<file path="src/core/oxb_pkg.sv">
package oxb_pkg;

  // register byte offsets
  localparam logic [7:0] OXB_OFS_CTRL = 8'h00;
  localparam logic [7:0] OXB_OFS_LOW = 8'h04;
  localparam logic [7:0] OXB_OFS_HIGH = 8'h08;
  localparam logic [7:0] OXB_OFS_PAIR = 8'h0C;
  localparam logic [7:0] OXB_OFS_SETTLE = 8'h10;
  localparam logic [7:0] OXB_OFS_STATUS = 8'h14;

  // control register fields
  localparam int OXB_CTRL_MODE_LSB = 0;
  localparam int OXB_CTRL_TOGGLE_BIT = 2;

  // pin modes
  localparam logic [1:0] OXB_MODE_OFF = 2'h0;
  localparam logic [1:0] OXB_MODE_SINGLE2 = 2'h1;
  localparam logic [1:0] OXB_MODE_DUAL2 = 2'h2;
  localparam logic [1:0] OXB_MODE_INVALID = 2'h3;

  // choice codes: 0..3 name obs_rx_1..4, this one is the invalid code
  localparam logic [2:0] OXB_CHOICE_INVALID = 3'h4;

  // settling delay: register holds 0..16, wait is value plus 2 cycles
  localparam logic [4:0] OXB_SETTLE_MAX = 5'h10;
  localparam logic [4:0] OXB_SETTLE_BASE = 5'h02;

  // values after reset
  localparam logic [1:0] OXB_RST_MODE = OXB_MODE_OFF;
  localparam logic OXB_RST_TOGGLE = 1'b0;
  localparam logic [1:0] OXB_RST_LOW = 2'h0;
  localparam logic [1:0] OXB_RST_HIGH = 2'h1;
  localparam logic [1:0] OXB_RST_PAIR = 2'h0;
  localparam logic [4:0] OXB_RST_SETTLE = 5'h00;

  // sample width on every path
  localparam int OXB_SAMPLE_W = 16;

  // which source feeds the serializer
  typedef enum logic [1:0] {
    OXB_PATH_IDLE,
    OXB_PATH_RX,
    OXB_PATH_ORX
  } oxb_path_e;

  typedef struct packed {
    logic valid;
    logic [OXB_SAMPLE_W-1:0] data;
  } oxb_sample_s;

endpackage

</file>
<file path="src/core/oxb_pin_sync.sv">
`timescale 1ns/1ns
module oxb_pin_sync import oxb_pkg::*; #(
  parameter int WIDTH = 3
) (
  // clock and reset
  input wire logic clock,
  input wire logic srst,
  // asynchronous pins in, synchronised levels out
  input wire logic [WIDTH-1:0] pins_async,
  output logic [WIDTH-1:0] pins_sync
);

  logic [WIDTH-1:0] meta_q;
  logic [WIDTH-1:0] sync_q;

  initial begin
    if (WIDTH < 1) $error("oxb_pin_sync: WIDTH must be at least 1");
  end

  // two stages; first stage feeds only the second
  always_ff @(posedge clock) begin
    if (srst) begin
      meta_q <= '0;
      sync_q <= '0;
    end else begin
      meta_q <= pins_async;
      sync_q <= meta_q;
    end
  end

  assign pins_sync = sync_q;

endmodule

</file>
<file path="src/core/oxb_xbar.sv">
`timescale 1ns/1ns
module oxb_xbar import oxb_pkg::*; (
  // clock and reset
  input wire logic clock,
  input wire logic srst,
  // path control
  input wire logic toggle_mode,
  input wire logic rx_enable,
  input wire logic [3:0] orx_enable,
  // sample sources
  input wire oxb_sample_s rx_sample,
  input wire oxb_sample_s [3:0] orx_sample,
  // serializer side
  output oxb_sample_s ser_sample,
  output oxb_path_e ser_path
);

  // lowest enabled observation channel wins the shared serializer
  function automatic logic [1:0] first_set(input logic [3:0] m);
    logic [1:0] idx;
    idx = 2'h0;
    for (int i = 3; i >= 0; i--) begin
      if (m[i]) idx = 2'(i);
    end
    return idx;
  endfunction

  oxb_sample_s sample_d;
  oxb_path_e path_d;
  logic orx_any;

  assign orx_any = |orx_enable;

  // path choice; observation takes priority when both ask in default mode
  always_comb begin
    sample_d = '0;
    path_d = OXB_PATH_IDLE;
    if (orx_any) begin
      sample_d = orx_sample[first_set(orx_enable)];
      path_d = OXB_PATH_ORX;
    end else if (toggle_mode || rx_enable) begin
      sample_d = rx_sample;
      path_d = OXB_PATH_RX;
    end
  end

  // registered so the serializer never sees a half-switched sample
  always_ff @(posedge clock) begin
    if (srst) begin
      ser_sample <= '0;
      ser_path <= OXB_PATH_IDLE;
    end else begin
      ser_sample <= sample_d;
      ser_path <= path_d;
    end
  end

endmodule

</file>
<file path="src/core/oxb_top.sv">
`timescale 1ns/1ns
module oxb_top import oxb_pkg::*; #(
  parameter int SAMPLE_W = OXB_SAMPLE_W
) (
  // clock and reset
  input wire logic clock,
  input wire logic srst,
  // register port
  input wire logic [7:0] reg_addr,
  input wire logic [31:0] reg_wdata,
  input wire logic reg_wr,
  input wire logic reg_rd,
  output logic [31:0] reg_rdata,
  // control pins from the baseband controller
  input wire logic orx_ctrl_a,
  input wire logic orx_ctrl_b,
  input wire logic rx_enable_pin,
  // sample sources
  input wire oxb_sample_s rx_sample,
  input wire oxb_sample_s [3:0] orx_sample,
  // observation receiver enables
  output logic [3:0] orx_enable,
  // serializer side
  output oxb_sample_s ser_sample,
  output oxb_path_e ser_path
);

  initial begin
    if (SAMPLE_W != OXB_SAMPLE_W) $error("oxb_top: SAMPLE_W must equal the package sample width");
  end

  typedef enum logic {
    OXB_ST_STABLE,
    OXB_ST_SETTLE
  } oxb_settle_e;

  // one-hot of a two-bit receiver index
  function automatic logic [3:0] onehot(input logic [1:0] idx);
    return 4'h1 << idx;
  endfunction

  // codes 0..3 are receivers, anything else is refused
  function automatic logic choice_ok(input logic [31:0] wd);
    return wd[31:2] == 30'h0;
  endfunction

  // configuration registers
  logic [1:0] mode_q;
  logic toggle_q;
  logic [1:0] low_q;
  logic [1:0] high_q;
  logic [1:0] pair_q;
  logic [4:0] settle_q;

  // pin path
  logic [2:0] pins_sync;
  logic [1:0] ab_sync;
  logic rx_en_sync;
  logic [1:0] cand_q;
  logic [1:0] applied_q;
  logic [4:0] cnt_q;
  oxb_settle_e st_q;
  logic [4:0] wait_last;
  logic [3:0] orx_en_d;
  logic [31:0] rdata_d;

  oxb_pin_sync #(
    .WIDTH(3)
  ) u_sync (
    .clock(clock),
    .srst(srst),
    .pins_async({rx_enable_pin, orx_ctrl_b, orx_ctrl_a}),
    .pins_sync(pins_sync)
  );

  assign ab_sync = pins_sync[1:0];
  assign rx_en_sync = pins_sync[2];

  // pin mode and crossbar mode; the invalid mode code leaves the mode alone
  always_ff @(posedge clock) begin
    if (srst) begin
      mode_q <= OXB_RST_MODE;
      toggle_q <= OXB_RST_TOGGLE;
    end else if (reg_wr && reg_addr == OXB_OFS_CTRL) begin
      if (reg_wdata[OXB_CTRL_MODE_LSB +: 2] != OXB_MODE_INVALID) begin
        mode_q <= reg_wdata[OXB_CTRL_MODE_LSB +: 2];
      end
      toggle_q <= reg_wdata[OXB_CTRL_TOGGLE_BIT];
    end
  end

  // choice for select pin B low
  always_ff @(posedge clock) begin
    if (srst) begin
      low_q <= OXB_RST_LOW;
    end else if (reg_wr && reg_addr == OXB_OFS_LOW && choice_ok(reg_wdata)) begin
      low_q <= reg_wdata[1:0];
    end
  end

  // choice for select pin B high
  always_ff @(posedge clock) begin
    if (srst) begin
      high_q <= OXB_RST_HIGH;
    end else if (reg_wr && reg_addr == OXB_OFS_HIGH && choice_ok(reg_wdata)) begin
      high_q <= reg_wdata[1:0];
    end
  end

  // dual-mode pair
  always_ff @(posedge clock) begin
    if (srst) begin
      pair_q <= OXB_RST_PAIR;
    end else if (reg_wr && reg_addr == OXB_OFS_PAIR && choice_ok(reg_wdata)) begin
      pair_q <= reg_wdata[1:0];
    end
  end

  // settling delay; values past the range are ignored rather than clipped
  always_ff @(posedge clock) begin
    if (srst) begin
      settle_q <= OXB_RST_SETTLE;
    end else if (reg_wr && reg_addr == OXB_OFS_SETTLE && reg_wdata[31:5] == 27'h0
                 && reg_wdata[4:0] <= OXB_SETTLE_MAX) begin
      settle_q <= reg_wdata[4:0];
    end
  end

  assign wait_last = 5'(settle_q + OXB_SETTLE_BASE - 5'h01);

  // pin levels are taken only after they held still for the settling wait
  always_ff @(posedge clock) begin
    if (srst) begin
      st_q <= OXB_ST_STABLE;
      cand_q <= 2'h0;
      cnt_q <= 5'h00;
      applied_q <= 2'h0;
    end else begin
      unique case (st_q)
        OXB_ST_STABLE: begin
          if (ab_sync != applied_q) begin
            st_q <= OXB_ST_SETTLE;
            cand_q <= ab_sync;
            cnt_q <= 5'h00;
          end
        end
        OXB_ST_SETTLE: begin
          if (ab_sync != cand_q) begin
            cand_q <= ab_sync; // a bounce restarts the wait
            cnt_q <= 5'h00;
          end else if (cnt_q == wait_last) begin
            applied_q <= cand_q;
            st_q <= OXB_ST_STABLE;
          end else begin
            cnt_q <= 5'(cnt_q + 5'h01);
          end
        end
      endcase
    end
  end

  // enable decode from the settled pin levels
  always_comb begin
    orx_en_d = 4'h0;
    unique case (mode_q)
      OXB_MODE_SINGLE2: begin
        if (!applied_q[0]) begin
          orx_en_d = 4'h0;
        end else if (applied_q[1]) begin
          orx_en_d = onehot(high_q);
        end else begin
          orx_en_d = onehot(low_q);
        end
      end
      OXB_MODE_DUAL2: begin
        // pin A enables the rx 1/2 member, pin B the rx 3/4 member
        if (applied_q[0]) orx_en_d = orx_en_d | onehot({1'b0, pair_q[1]});
        if (applied_q[1]) orx_en_d = orx_en_d | onehot({1'b1, pair_q[0]});
      end
      default: orx_en_d = 4'h0;
    endcase
  end

  // enables leave on a flop, one clock after the decode
  always_ff @(posedge clock) begin
    if (srst) begin
      orx_enable <= 4'h0;
    end else begin
      orx_enable <= orx_en_d;
    end
  end

  // crossbar follows the registered enables, so the path moves one clock after the enable
  oxb_xbar u_xbar (
    .clock(clock),
    .srst(srst),
    .toggle_mode(toggle_q),
    .rx_enable(rx_en_sync),
    .orx_enable(orx_enable),
    .rx_sample(rx_sample),
    .orx_sample(orx_sample),
    .ser_sample(ser_sample),
    .ser_path(ser_path)
  );

  // read decode; unmapped offsets read zero
  always_comb begin
    rdata_d = 32'h0;
    unique case (reg_addr)
      OXB_OFS_CTRL: rdata_d = {29'h0, toggle_q, mode_q};
      OXB_OFS_LOW: rdata_d = {30'h0, low_q};
      OXB_OFS_HIGH: rdata_d = {30'h0, high_q};
      OXB_OFS_PAIR: rdata_d = {30'h0, pair_q};
      OXB_OFS_SETTLE: rdata_d = {27'h0, settle_q};
      OXB_OFS_STATUS: rdata_d = {22'h0, rx_en_sync, ab_sync, st_q == OXB_ST_SETTLE, ser_path, orx_enable};
      default: rdata_d = 32'h0;
    endcase
  end

  // read data stands only in the cycle after the strobe
  always_ff @(posedge clock) begin
    if (srst) begin
      reg_rdata <= 32'h0;
    end else if (reg_rd) begin
      reg_rdata <= rdata_d;
    end else begin
      reg_rdata <= 32'h0;
    end
  end

endmodule

</file>
<file path="config.mk">
export PLATFORM = sky130hd
export DESIGN_NAME = oxb_top
export DESIGN_NICKNAME = d
export VERILOG_FILES = /design/src/core/oxb_pkg.sv /design/src/core/oxb_pin_sync.sv /design/src/core/oxb_xbar.sv /design/src/core/oxb_top.sv
export SDC_FILE = /design/constraint.sdc
export NUM_CORES = 1
export LEC_CHECK = 0
export BUFFER_PORTS_ARGS = -buffer_cell sky130_fd_sc_hd__clkbuf_2
export CORE_MARGIN = 4
export CORE_UTILIZATION = 44
export CTS_CLUSTER_DIAMETER = 200
export CTS_CLUSTER_SIZE = 20
export DETAILED_ROUTE_END_ITERATION = 12
export PLACE_DENSITY = 0.82
export SLEW_MARGIN = 20
export SYNTH_ARGS = -nofsm -noshare
export SYNTH_HDL_FRONTEND = slang
export SYNTH_SLANG_ARGS = --single-unit
</file>
<file path="constraint.sdc">
create_clock -name clock -period 2.4 [get_ports clock]
set_input_delay 0.72 -clock clock [delete_from_list [all_inputs] [get_ports clock]]
set_output_delay 0.72 -clock clock [all_outputs]
set_load 0.1 [all_outputs]
</file>
# Word-level counts from Yosys, hierarchy flattened
# Index checks and enable logic that the tools add are counted.
# W data, S select, Z words.
# totals
reg_bits	85
in_bits	132
# classes
add_sub_neg	3
order_cmp	2
eq_ne	14
shifts	4
muxes	29
bitwise	4
n_reduce_logical	21
# op_table
op	n
$pmux W10 S6	1
$mux W17	3
$bmux W17 S2	1
$logic_not A30 Y1	1
$logic_not A27 Y1	1
$mux W4	5
$eq A8 B4 Y1 const B	2
$eq A8 B5 Y1 const B	2
$mux W2	8
$mux W5	3
$shl A1 B2 Y4 const A	3
$logic_and A1 B1 Y1	10
$pmux W5 S2	1
$eq A8 B3 Y1 const B	1
$logic_not A8 Y1	1
$pmux W4 S2	1
$reduce_and A2 Y1	3
$add A5 B1 Y5 const B	1
$add A5 B2 Y5 const B	1
$eq A5 B5 Y1	1
$le A5 B5 Y1 const B	1
$reduce_or A5 Y1	1
$sub A5 B1 Y5 const B	1
$mux W1	4
16 further kinds	20

# Depth between registers and ports, before layout
# logic_depth
word_depth	8
mapped_depth	7
depth_no_buf	6

# Cells and area by module
# Synthesis repeated with hierarchy kept, for this count alone.
# hier_totals
cells_unflattened	387
hier_area_um2	3479.6
# modules_own_cells
module	n_inst	cells_per_inst	area_each_um2	seq_area_each_um2
oxb_top	1	247	2098.3	760.7
oxb_xbar	1	128	1223.7	380.4
oxb_pin_sync	1	12	157.7	120.1

# Worst setup path after synthesis
# OpenSTA, ideal clock, no wires.
# synth_path
kind	reg-to-reg
from	register orx_enable[2]
to	register, netlist name u_xbar.ser_sample[4]
setup_time_ps	117
t_arrival_ps	2710
required_ps	2283
slack_ps	-426
stages_incl_launch_ff	6
cell_sequence	dfxtp_1 > nor2_1 > nor3_4 > buf_2 > mux4_2 > a22o_1
# synth_via
elab_chain_cells	7
word_cells_on_any_way	8
# synth_rtl
item	line_no	rtl
start: declaration	oxb_top.sv:22	output logic [3:0] orx_enable,
start signal: assignment	oxb_top.sv:189	orx_enable <= orx_en_d;
$mux W2 (3 in a row)	oxb_xbar.sv:23	if (m[i]) idx = 2'(i);
$mux W2	oxb_xbar.sv:38	if (orx_any) begin
$bmux W17 S2	oxb_xbar.sv:39	sample_d = orx_sample[first_set(orx_enable)];
$mux W17 (implied by the code)	oxb_xbar.sv:39	
$mux W17 *	oxb_xbar.sv:38	
# Every way passes the cells marked *; elsewhere a longest branch is shown, timed or not. The select of a mux whose other input is x is not followed.
# A chain may end at the register's enable or synchronous reset.

# Worst setup path in the final report
# layout_path
from	input port reg_addr[0]
to	register settle_q[0]
# layout_via
elab_chain_cells	4
# layout_rtl
item	line_no	rtl
start: declaration	oxb_top.sv:9	input wire logic [7:0] reg_addr,
$eq A8 B5 Y1	oxb_top.sv:123	end else if (reg_wr && reg_addr == OXB_OFS_SETTLE && reg_wdata[31:5] == 27'h0
$logic_and A1 B1 Y1 (2 in a row)	oxb_top.sv:123	
$logic_and A1 B1 Y1	oxb_top.sv:124	&& reg_wdata[4:0] <= OXB_SETTLE_MAX) begin
end signal: assignment	oxb_top.sv:125	settle_q <= reg_wdata[4:0];
end: declaration	oxb_top.sv:53	logic [4:0] settle_q;
# Every way passes these cells.

==> out/metrics.yaml <==
cells_and_area:
  nNetsFinal: 615
  final_util_pct: 62.3
  drive_above_1_share_pct: 45.7
  area_delta_synth_final_pct: 34.2
  final_cell_mix: "clkbuf_2, dfxtp_1, nor2_1, mux2i_1, conb_1"
  final_common_cell: "clkbuf_2"
  n_antenna_cell: 0
sta:
  setup_viol: 0
  slew_violations: 0
  post-route-min-period_ns: 2.06
  rsz0062_at_grt: "false"
  tightest_slew_ns: 0.595
  skew_ns: 0.00607
  fmax_mhz: 486
  min_period_over_period_pct: 85.8
  hold_viol_final: 0
  slew_headroom_pct: 60.1
  fin_setup_tns_ns: 0
worst_setup_path:
  worstPathArrival_ns: 2.28
  r2r_slack_ns: 0.50
  reg2reg_from: "settle_q[0]$_SDFFE_PP0P_"
  crit_fanout: 5
  ff2ff_path_depth: 6
  worstPathRequired_ns: 2.63
  crit_type: "primary input to register"
  worstSetupStartpointType: "primary input"
  cp-end-kind: "register"
  reg2reg_to: "cnt_q[1]$_SDFFE_PP0P_"
global_route:
  first_global_vias: 2964
  antenna_found_initial: 0
  grt_use_total_pct: 20.4
  overflow: 0
  grt_max_degree: 28
  grt_pass1_wl_um: 13900
power:
  irDropWorstVdd_mv: 0.328
  combPwrFrac_pct: 17.4
  clkPwrFrac_pct: 38.0
  power_frac_seq_pct: 44.6
  pwr_density_cell_mw_per_mm2: 553
  switching_share_pct: 27.9
  internal-power_mw: 1.73
  leakage_nw: 1.99
  power_switching_uw: 668
status:
  status: "finished, final reports clean"
die:
  io_pins: 187
  die_w_um: 93.6
  initial_core_util_pct: 46.5
  die-area_sq_mm: 0.00876
  die_y_um: 93.6
  core_area_sq_mm: 0.00694
  rows: 30
detailed_routing:
  drt_iter0_markers: 176
  vias: 3035
  antenna_left: 0
  wirelength_um: 9200
  wire_per_inst_um: 15.9
  vias_per_cell: 5.23
  dr.pass1.iters: 4
  drc_errors: 0
yosys:
  async_flop_share_pct: 0
  synth_edf_count: 0
  synth-warning-count: 0
  yosysUniqueCellTypes: 45
  postSynthCellCount: 307
  yosysSeqAreaShare_pct: 39.1
  synth_area_sq_mm: 0.00323
  ys.flop_type: "dfxtp_1"
  synth_seq_cells: 63
  syn_area_per_cell_sq_um: 10.5
cts:
  cts_buffers: 9
  cts_max_level: 3
  clk_path_buf_depth: 2
  clock-sinks: 63
  clk_latency_ns: 0.34
  hold_buffers: 0
  cts-resized-gates: 0
  root_buffer: "clkbuf_8"
  post_cts_buffers: 0
  cts_tree: "done"
  path_clk_slew_ns: 0.07
place:
  hpwl_um: 7560
  portBuffers: 164
  routabilityCongestion: 0.829
hold_path:
  min_path_type: "register to register"
  min_path_cells: 1
  min-delay-start: "u_sync.meta_q[0]$_SDFF_PP0_"
  hold_end: "u_sync.pins_sync[0]$_SDFF_PP0_"
run:
  drv_cap: 0
how the worst max path moves through the flow:
stage | start | endpoint | slack [ns] | cells past startpoint
after floorplan | orx_enable[2]$_SDFF_PP0_ | u_xbar.ser_sample[4]$_SDFF_PP0_ | 0.08 | 5
after global placement | reg_addr[0] | settle_q[0]$_SDFFE_PP0P_ | 0.05 | 7
after detailed placement | reg_addr[0] | settle_q[0]$_SDFFE_PP0P_ | -0.002 | 7
after CTS | reg_addr[0] | settle_q[0]$_SDFFE_PP0P_ | 0.35 | 7
after global routing | reg_addr[0] | settle_q[1]$_SDFFE_PP0P_ | 0.25 | 7
final | reg_addr[0] | settle_q[0]$_SDFFE_PP0P_ | 0.34 | 7
metal layers:
metal | vias up | wire [um] | part of all wire, % | GRT usage (%)
li1 | 1432 | - | - | -
met1 | 1437 | 3380 | 37 | 23.6
met2 | 143 | 4800 | 52 | 35.3
met3 | 23 | 807 | 8.8 | 6.52
met4 | 0 | 216 | 2.3 | 7.58
met5 | - | 0 | 0 | 0
synth_stat cells, types with 2 or more instances:
cell	count	area share (%)
dfxtp_1	63	39
nor3_1	8	1.2
xnor2_1	7	1.9
clkbuf_1	13	1.5
mux2i_1	23	7.1
mux4_2	19	13
nor4_1	9	1.7
and3_1	2	0.39
xor2_1	3	0.81
inv_1	8	0.93
a21oi_1	6	0.93
ha_1	4	1.6
nor2_1	25	2.9
nor2b_1	9	1.7
nand3_1	10	1.6
a22o_1	17	4.6
nand2_1	17	2.0
a32oi_1	3	0.81
o211ai_1	3	0.70
buf_4	22	5.1
nor4_4	2	1.3
or4_1	3	0.70
and2_1	5	0.97
nor4b_1	2	0.54
a31oi_1	2	0.39
nand3b_1	2	0.47
o21ai_0	2	0.31
sequential cells by signal, summed over array words and instances, names as in the netlist:
register / count
settle_q: 5
orx_enable: 4
toggle_q: 1
low_q: 2
u_sync.pins_sync: 3
cnt_q: 5
u_sync.meta_q: 3
cand_q: 2
u_xbar.ser_path: 2
high_q: 2
applied_q: 2
st_q: 1
reg_rdata: 10
u_xbar.ser_sample: 17
pair_q: 2
mode_q: 2
metrics by stage:
| step | power (mW) | hold slack (ns) | cells | area (sq um) | setup WS [ns] |
|---|---|---|---|---|---|
| 6_report | 2.39 | 0.437 | 580 | 4330 | 0.341 |
| 2_1_floorplan | 1.39 | 0.414 | 328 | 3310 | 0.0808 |
| 3_5_place_dp | 1.51 | 0.429 | 564 | 4130 | -0.00220 |
| 3_3_place_gp | 1.50 | 0.416 | 564 | 4130 | 0.0490 |
| 5_1_grt | 2.48 | 0.464 | 580 | 4330 | 0.247 |
| 4_1_cts | 2.42 | 0.444 | 580 | 4330 | 0.347 |
worst max-delay path: stages:
cell,delay [ns]
clkbuf_2,0.10
nor4_4,0.27
or4b_4,0.50
nor4_4,0.23
buf_4,0.20
mux2i_1,0.21
nor2_1,0.05
power groups by stage:
stage	clock, mW	combinational [mW]	sequential, mW
after floorplan	0	0.265	1.13
after global placement	0	0.406	1.09
after detailed placement	0	0.415	1.09
after CTS	0.933	0.416	1.07
after global routing	0.974	0.439	1.07
final	0.911	0.416	1.07
layout make-up:
cell class | count | area, sq um
fill | 571 | 2620
inverter | 9 | 33.8
clock inverter | 3 | 42.5
multi-input combinational | 220 | 1790
timing repair buffer | 176 | 911
clock buffer | 13 | 159
sequential | 63 | 1270
tap | 96 | 120
cells by family (layout without fill, tap and decap cells):
kind of cell	Yosys count	count (layout)	synth area share (%)
buffers and inverters	45	201	7.84
muxes	43	43	20.8
adders and majority gates	4	4	1.55
and+or+nand+nor	102	102	18.0
AOI/OAI and AO/OA	38	38	9.23
DFF	63	63	39.1
xor gates and xnor gates	11	11	3.45
other	1	22	0.116
Note: power is estimated with default switching activity, not from simulation.
